`src/fade_adapter_consts.svh`:
```
// constants for the fade channel port adapter
`ifndef FADE_ADAPTER_CONSTS_SVH
`define FADE_ADAPTER_CONSTS_SVH
`define ADPT_BASE_ADDR 16'h0A00
`define ADPT_ADDR_MASK 16'hFFFC
`define ADDR_PORT_BIT 1
`define ADDR_CTRL_BIT 0
`define CTRL_IRQ_EN_BIT 0
`define CTRL_EDGE_BIT 1
`define CTRL_DATA_SEL_BIT 2
`define CTRL_WR_MASK 8'h3F
`define CTRL_FLAG_BIT 7
`define CTRL_PULSE_MODE 3'h5
`define CTRL_HOLD_MODE 3'h7
`define REG_RESET 8'h00
`define CMP_BIT 7
`define FLAG_KEY_BIT 1
`define FLAG_ON_BIT 2
`define FLAG_SEL_LO_BIT 2
`define FLAG_SEL_HI_BIT 3
`define FLAG_DOWN_BIT 4
`define FLAG_BLINK_BIT 5
`endif

```
`src/_unused_guard_placeholder_none.sv`:
```
// holds no logic; the adapter lives in the other source files

```
`src/fade_adapter_pkg.sv`:
```
// types shared by the fade channel port adapter modules
package fade_adapter_pkg;
  typedef enum logic [1:0] {
    TGT_DIR = 2'h0,
    TGT_DATA = 2'h1,
    TGT_CTRL = 2'h3
  } target_t;

  typedef struct packed {
    logic [7:0] out;
    logic [7:0] dir;
  } lane_state_t;

  typedef struct packed {
    logic [7:0] ctrl_a;
    logic [7:0] ctrl_b;
    logic tick_prev;
    logic strobe;
    logic [7:0] rdata;
  } adapter_state_t;
endpackage : fade_adapter_pkg

```
`src/lane_if.sv`:
```
// carrier between the adapter and one peripheral lane
`timescale 1ns/1ps
interface lane_if;
  logic wr_dir;
  logic wr_out;
  logic [7:0] wdata;
  logic [7:0] pin_in;
  logic [7:0] out_q;
  logic [7:0] dir_q;
  logic [7:0] read_val;
  modport lane (input wr_dir, wr_out, wdata, pin_in,
                output out_q, dir_q, read_val);
  modport ctrl (output wr_dir, wr_out, wdata, pin_in,
                input out_q, dir_q, read_val);
endinterface : lane_if

```
`src/fade_channel_port_adapter.sv`:
```
// fade channel port adapter: channel number port, flag port, timer irq
// How it works
// - four addresses, upper half of fade block
// - address bit 1 picks channel or flag port
// - address bit 0 picks control, else bit 2
// - control bit 2 low: direction, high: data
// - direction bit: zero input, one output; flag bit 7 is always input
// - control 101 pulses done strobe on data read
// - flag bit 7 is the comparator input
// - flag outputs drive blink, down, on, key flags
// - flag bits 2 and 3 pick digitised level
// - control bit 0 high: tick edge raises interrupt request
// - inhibit output holds timer until released
// - tick sets control bit 7; flag data read clears
`timescale 1ns/1ps
`include "fade_adapter_consts.svh"
module fade_channel_port_adapter (
  // clock and reset
  input wire logic mclk,
  input wire logic reset_n,
  // processor bus
  input wire logic [15:0] cpu_addr,
  input wire logic cpu_valid,
  input wire logic cpu_read,
  input wire logic [7:0] cpu_wdata,
  output logic [7:0] cpu_rdata,
  // channel number port
  input wire logic [7:0] chan_pin_in,
  output logic [7:0] chan_pin_out,
  output logic [7:0] chan_pin_oe_n,
  output logic channel_done_strobe,
  // flag port
  input wire logic [7:0] flag_pin_in,
  output logic [7:0] flag_pin_out,
  output logic [7:0] flag_pin_oe_n,
  output logic blink_flag,
  output logic down_fade_flag,
  output logic mimic_on_flag,
  output logic key_select_flag,
  output logic [1:0] digitise_select,
  // timer
  input wire logic timer_tick_input,
  output logic timer_inhibit_output,
  output logic timer_interrupt_request
);
  fade_adapter_pkg::adapter_state_t s_q;
  fade_adapter_pkg::adapter_state_t s_d;
  fade_adapter_pkg::target_t tgt;
  logic hit;
  logic port_b;
  logic wr;
  logic rd;
  logic tick_edge;
  logic rd_chan_data;
  logic rd_flag_data;
  logic [7:0] sel_ctrl;

  lane_if lane_a ();
  lane_if lane_b ();

  function automatic fade_adapter_pkg::target_t decode_target(
    input logic ctrl_sel, input logic data_sel);
    if (ctrl_sel) begin
      return fade_adapter_pkg::TGT_CTRL;
    end else if (data_sel) begin
      return fade_adapter_pkg::TGT_DATA;
    end
    return fade_adapter_pkg::TGT_DIR;
  endfunction : decode_target

  function automatic logic [7:0] ctrl_write(input logic [7:0] old,
                                            input logic [7:0] data);
    return (data & `CTRL_WR_MASK) | (old & ~`CTRL_WR_MASK);
  endfunction : ctrl_write

  // full decode so no alias of the four locations appears elsewhere
  assign hit = cpu_valid &&
    ((cpu_addr & `ADPT_ADDR_MASK) == `ADPT_BASE_ADDR);
  assign port_b = cpu_addr[`ADDR_PORT_BIT];
  assign sel_ctrl = port_b ? s_q.ctrl_b : s_q.ctrl_a;
  assign tgt = decode_target(cpu_addr[`ADDR_CTRL_BIT],
    sel_ctrl[`CTRL_DATA_SEL_BIT]);
  assign wr = hit && !cpu_read;
  assign rd = hit && cpu_read;
  assign rd_chan_data = rd && !port_b && tgt == fade_adapter_pkg::TGT_DATA;
  assign rd_flag_data = rd && port_b && tgt == fade_adapter_pkg::TGT_DATA;

  // edge bit low selects the falling edge of the tick
  assign tick_edge = s_q.ctrl_b[`CTRL_EDGE_BIT] ?
    (timer_tick_input && !s_q.tick_prev) :
    (!timer_tick_input && s_q.tick_prev);

  assign lane_a.wr_dir = wr && !port_b && tgt == fade_adapter_pkg::TGT_DIR;
  assign lane_a.wr_out = wr && !port_b && tgt == fade_adapter_pkg::TGT_DATA;
  assign lane_a.wdata = cpu_wdata;
  assign lane_a.pin_in = chan_pin_in;
  assign lane_b.wr_dir = wr && port_b && tgt == fade_adapter_pkg::TGT_DIR;
  assign lane_b.wr_out = wr && port_b && tgt == fade_adapter_pkg::TGT_DATA;
  assign lane_b.wdata = cpu_wdata;
  assign lane_b.pin_in = flag_pin_in;

  port_lane #(.WIDTH(8)) u_chan_lane (
    .mclk(mclk),
    .reset_n(reset_n),
    .lp(lane_a)
  );

  port_lane #(.WIDTH(8)) u_flag_lane (
    .mclk(mclk),
    .reset_n(reset_n),
    .lp(lane_b)
  );

  always_comb begin
    s_d = s_q;
    s_d.tick_prev = timer_tick_input;
    s_d.strobe = rd_chan_data &&
      s_q.ctrl_a[5:3] == `CTRL_PULSE_MODE;
    if (wr && tgt == fade_adapter_pkg::TGT_CTRL) begin
      if (port_b) begin
        s_d.ctrl_b = ctrl_write(s_q.ctrl_b, cpu_wdata);
      end else begin
        s_d.ctrl_a = ctrl_write(s_q.ctrl_a, cpu_wdata);
      end
    end
    // a tick in the clearing cycle must not be lost, so set wins
    if (rd_flag_data) begin
      s_d.ctrl_b[`CTRL_FLAG_BIT] = 1'b0;
    end
    if (tick_edge) begin
      s_d.ctrl_b[`CTRL_FLAG_BIT] = 1'b1;
    end
    if (rd) begin
      unique case (tgt)
        fade_adapter_pkg::TGT_CTRL: s_d.rdata = sel_ctrl;
        fade_adapter_pkg::TGT_DIR: begin
          s_d.rdata = port_b ? lane_b.dir_q : lane_a.dir_q;
        end
        fade_adapter_pkg::TGT_DATA: begin
          s_d.rdata = port_b ?
            {flag_pin_in[`CMP_BIT], lane_b.read_val[6:0]} :
            lane_a.read_val;
        end
        default: s_d.rdata = `REG_RESET;
      endcase
    end
  end

  always_ff @(posedge mclk or negedge reset_n) begin
    if (!reset_n) begin
      s_q <= '{ctrl_a: `REG_RESET, ctrl_b: `REG_RESET, tick_prev: 1'b0,
               strobe: 1'b0, rdata: `REG_RESET};
    end else begin
      s_q <= s_d;
    end
  end

  assign cpu_rdata = s_q.rdata;
  assign chan_pin_out = lane_a.out_q;
  assign chan_pin_oe_n = ~lane_a.dir_q;
  assign flag_pin_out = lane_b.out_q;
  // the comparator line is never driven, whatever software loads
  assign flag_pin_oe_n = ~lane_b.dir_q | 8'h80;
  assign channel_done_strobe = s_q.strobe ||
    s_q.ctrl_a[5:3] == `CTRL_HOLD_MODE;
  assign timer_inhibit_output = s_q.ctrl_b[5:3] == `CTRL_HOLD_MODE;
  assign timer_interrupt_request = s_q.ctrl_b[`CTRL_FLAG_BIT] &&
    s_q.ctrl_b[`CTRL_IRQ_EN_BIT];
  assign blink_flag = lane_b.out_q[`FLAG_BLINK_BIT];
  assign down_fade_flag = lane_b.out_q[`FLAG_DOWN_BIT];
  assign mimic_on_flag = lane_b.out_q[`FLAG_ON_BIT];
  assign key_select_flag = lane_b.out_q[`FLAG_KEY_BIT];
  assign digitise_select =
    lane_b.out_q[`FLAG_SEL_HI_BIT:`FLAG_SEL_LO_BIT];
endmodule : fade_channel_port_adapter

```
`src/port_lane.sv`:
```
// one peripheral lane: output data and direction registers
`timescale 1ns/1ps
`include "fade_adapter_consts.svh"
module port_lane #(
  parameter int WIDTH = 8
) (
  // clock and reset
  input wire logic mclk,
  input wire logic reset_n,
  // adapter side
  lane_if.lane lp
);
  fade_adapter_pkg::lane_state_t s_q;
  fade_adapter_pkg::lane_state_t s_d;

  if (WIDTH != 8) begin : g_width_check
    $error("port_lane serves only an 8 bit lane");
  end

  always_comb begin
    s_d = s_q;
    if (lp.wr_dir) begin
      s_d.dir = lp.wdata;
    end
    if (lp.wr_out) begin
      s_d.out = lp.wdata;
    end
  end

  always_ff @(posedge mclk or negedge reset_n) begin
    if (!reset_n) begin
      s_q <= {`REG_RESET, `REG_RESET};
    end else begin
      s_q <= s_d;
    end
  end

  assign lp.out_q = s_q.out;
  assign lp.dir_q = s_q.dir;
  // lines set as inputs read the pin, outputs read back the register
  assign lp.read_val = (s_q.dir & s_q.out) | (~s_q.dir & lp.pin_in);
endmodule : port_lane

```
`config.mk`:
```
export PLATFORM = sky130hd
export DESIGN_NAME = fade_channel_port_adapter
export DESIGN_NICKNAME = d
export VERILOG_FILES = /design/src/_unused_guard_placeholder_none.sv /design/src/fade_adapter_pkg.sv /design/src/lane_if.sv /design/src/fade_channel_port_adapter.sv /design/src/port_lane.sv
export VERILOG_INCLUDE_DIRS = /design/src /design/src/src
export SDC_FILE = /design/constraint.sdc
export NUM_CORES = 1
export LEC_CHECK = 0
export BUFFER_PORTS_ARGS = -buffer_cell sky130_fd_sc_hd__clkbuf_2
export CAP_MARGIN = 20
export CORE_ASPECT_RATIO = 1.1
export CORE_MARGIN = 1
export CORE_UTILIZATION = 40
export CTS_BUF_LIST = sky130_fd_sc_hd__clkbuf_4
export CTS_CLUSTER_DIAMETER = 200
export CTS_CLUSTER_SIZE = 28
export DETAILED_ROUTE_END_ITERATION = 6
export HOLD_SLACK_MARGIN = 0.03
export PLACE_DENSITY = 0.74
export SKIP_LAST_GASP = 1
export SYNTH_ARGS = -nofsm -noshare
export SYNTH_HDL_FRONTEND = slang
export SYNTH_SLANG_ARGS = --single-unit
```
`constraint.sdc`:
```
create_clock -name mclk -period 3.2 [get_ports mclk]
set_input_delay 0.48 -clock mclk [delete_from_list [all_inputs] [get_ports mclk]]
set_output_delay 0.48 -clock mclk [all_outputs]
set_load 0.03 [all_outputs]
```
==> flow_summary.json <==
{
  "fillers": 666,
  "globalRouteOverflowTotal": 0,
  "routed_wl_um": 7080,
  "start_util_pct": 42.4,
  "vias_per_cell": 5.41,
  "cts_buffers": 5,
  "power_density_mw_per_mm2": 327,
  "yosysSeqAreaShare_pct": 48.1,
  "fmax_mhz": 483,
  "nNetsFinal": 373,
  "io_buffers": 92,
  "period_share_pct": 64.6,
  "synth_top_area_share_pct": 48.1,
  "coreArea_sq_mm": 0.00675,
  "finalHoldViolations": 0,
  "drt_iter0_drc": 99,
  "p_leak_nw": 1.71,
  "grt_pass1_vias": 2278,
  "h-tree-depth": 2,
  "area_delta_synth_final_pct": 17.4,
  "rsz0062_at_grt": "no",
  "synth_nets": 295,
  "dieArea_sq_mm": 0.00749,
  "syn_area_per_cell_sq_um": 11.4,
  "chipHeight_um": 90.7,
  "hp-class": "input pin to async pin",
  "cts.sinks": 55,
  "ant_nets": 0,
  "cpPeakStageDelay_ns": 0.79,
  "grt_use_total_pct": 20.5,
  "synth-async-reset-ratio_pct": 100,
  "clkLatencyLatePin_ns": 0.37,
  "dpl_cell_area_sq_mm": 0.00330,
  "layout-drive-gt1-share_pct": 49.2,
  "peakVddDrop_mv": 0.163,
  "slew_viol_final": 0,
  "skew_ns": 0.00863,
  "vias": 2225,
  "arrival_ns": 2.34,
  "max_slew.worst_pin.slew_ns": 0.660,
  "gp_congestion": 0.801,
  "final_cell_area_sq_mm": 0.00336,
  "synth_edf_count": 0,
  "route.detailed.drc": 0,
  "critical_path.top_delay_family": "simple AND/OR/NAND/NOR gates",
  "startpoint_type": "flip-flop",
  "grt_max_degree": 32,
  "status": "finished, final reports clean",
  "yosysUniqueCellTypes": 46,
  "ys.flop_type": "dfrtp_1",
  "clk_pin_slew_ns": 0.15,
  "ys_ff_latch": 55,
  "post_drt_wl_per_cell_um": 17.2,
  "timing.final.crit_period_ns": 2.07,
  "n_antenna_cell": 0,
  "synth_area_sq_mm": 0.00286,
  "ctsLongestPathBuffers": 2,
  "cts_tree": "built",
  "yosys-top-cells-count": "dfrtp_1, mux2_2, inv_1, buf_4, o21ai_0",
  "rows": 31,
  "fin_setup_tns_ns": 0,
  "dp_hpwl_um": 5160,
  "path_max_fanout": 11,
  "cp_data_required_time_ns": 3.47,
  "first_pass_iters": 4,
  "cts_setup_buffers": 0,
  "synth.area.top_cells": "dfrtp_1, mux2_2, mux2_4",
  "crit_type": "flip-flop to flip-flop",
  "cts_hold_buffers": 0,
  "antenna_found_initial": 0,
  "slowest_stage": "or4_1",
  "yosysMostFrequentCell": "dfrtp_1",
  "end_kind": "flip-flop",
  "yosysWarningCount": 0,
  "finalSetupViolCount": 0,
  "slew_headroom_pct": 56.0,
  "yosysTopAreaCell": "dfrtp_1",
  "crit_chain": "mux2i_1 -> or4_1 -> mux2_2",
  "cts_resized": 0,
  "max_cap_viol_count": 0,
  "path_buf_inv": 0,
  "grt_pass1_wl_um": 11400,
  "io_pins": 94,
  "synthCells": 250,
  "root_buffer": "clkbuf_4",
  "die_width_um": 82.6
}
## layout make-up
class,count,area [sq um],area share [%]
Sequential cell,55,1380,41.0
Inverter,20,75.1,2.24
Multi-Input combinational cell,147,1230,36.7
Clock buffer,7,52.6,1.56
Clock inverter,1,5.00,0.149
Tap cell,82,103,3.06
Timing Repair Buffer,99,513,15.3
## path summary, 6_finish.rpt
path                                  start                      end  slack, ns  cells after the start
min in group mclk          timer_tick_input                   s_q[9]       0.22                      1
hold reg to reg                      s_q[9]                  s_q[17]       0.49                      1
setup reg to reg                    s_q[12]  u_chan_lane.lp.out_q[0]       1.13                      3
max in group asynchronous           reset_n  u_flag_lane.lp.out_q[1]       2.23                      2
hold / removal                      reset_n  u_flag_lane.lp.dir_q[3]       0.11                      1
setup / recovery                    s_q[12]  u_chan_lane.lp.out_q[0]       1.13                      3
## placed cells by master (no fill, tap or decap), types with 2 or more instances in the layout
master / netlist / routed
mux2_2: 38 / 38
a31oi_1: 8 / 8
clkbuf_4: 0 / 7
o21ai_0: 12 / 12
a21oi_1: 9 / 9
o31ai_1: 2 / 2
a31o_2: 3 / 3
nand3_1: 6 / 6
nand4_1: 4 / 4
a221o_1: 2 / 2
buf_4: 15 / 7
mux2_4: 8 / 8
nand2_1: 10 / 10
nor3_1: 3 / 3
clkbuf_2: 0 / 92
dfrtp_1: 55 / 55
inv_1: 19 / 19
nor2_1: 7 / 7
mux2i_1: 8 / 8
or4_1: 3 / 3
## worst register-to-register path: cells and delay by family (launching register included)
family        cells  cell delay [ns]
flops             1             0.62
simple gates      1             0.79
mux               2             0.56
## flip-flops by register name, indices dropped and copies added, names as in the netlist
| name | cells |
|---|---|
| cpu_rdata | 8 |
| s_q | 15 |
| u_chan_lane.lp.dir_q | 8 |
| u_chan_lane.lp.out_q | 8 |
| u_flag_lane.lp.dir_q | 8 |
| u_flag_lane.lp.out_q | 8 |
## through the flow
step           std cells  utilization [%]  power [mW]  worst slack [ns]  hold WS (ns)
2_1_floorplan        250                -       0.740              1.20         0.184
3_3_place_gp         403             48.9       0.795             0.843         0.465
3_5_place_dp         403             48.9       0.798             0.770         0.482
4_1_cts              411             49.8        1.11              1.14         0.113
5_1_grt              411             49.8        1.15              1.07         0.135
6_report             411             49.8        1.10              1.13         0.105
## cell families (layout without fill, tap and decap cells)
logic type             Yosys count  count (layout)  synth area share (%)
AO/OA/AOI/OAI                   48              48                  11.2
other                            1               1                 0.131
flip-flops                      55              55                  48.1
AND/OR/NAND/NOR                 44              44                  9.89
buffers and inverters           48             127                  8.75
multiplexers                    54              54                  22.0
## where the power goes
part	internal (mW)	switching, mW
registers	0.696	0.000431
clock network	0.103	0.213
logic	0.0342	0.0526
## metal layers
metal  GRT usage [%]  routed length, um  vias up
li1                -                  -     1037
met2            34.0               3710       87
met1            27.6               2900     1097
met3            3.54                410        4
met5               0                  0        -
met4            4.31                 66        0
No activity file was read; power rests on OpenSTA's default activity.
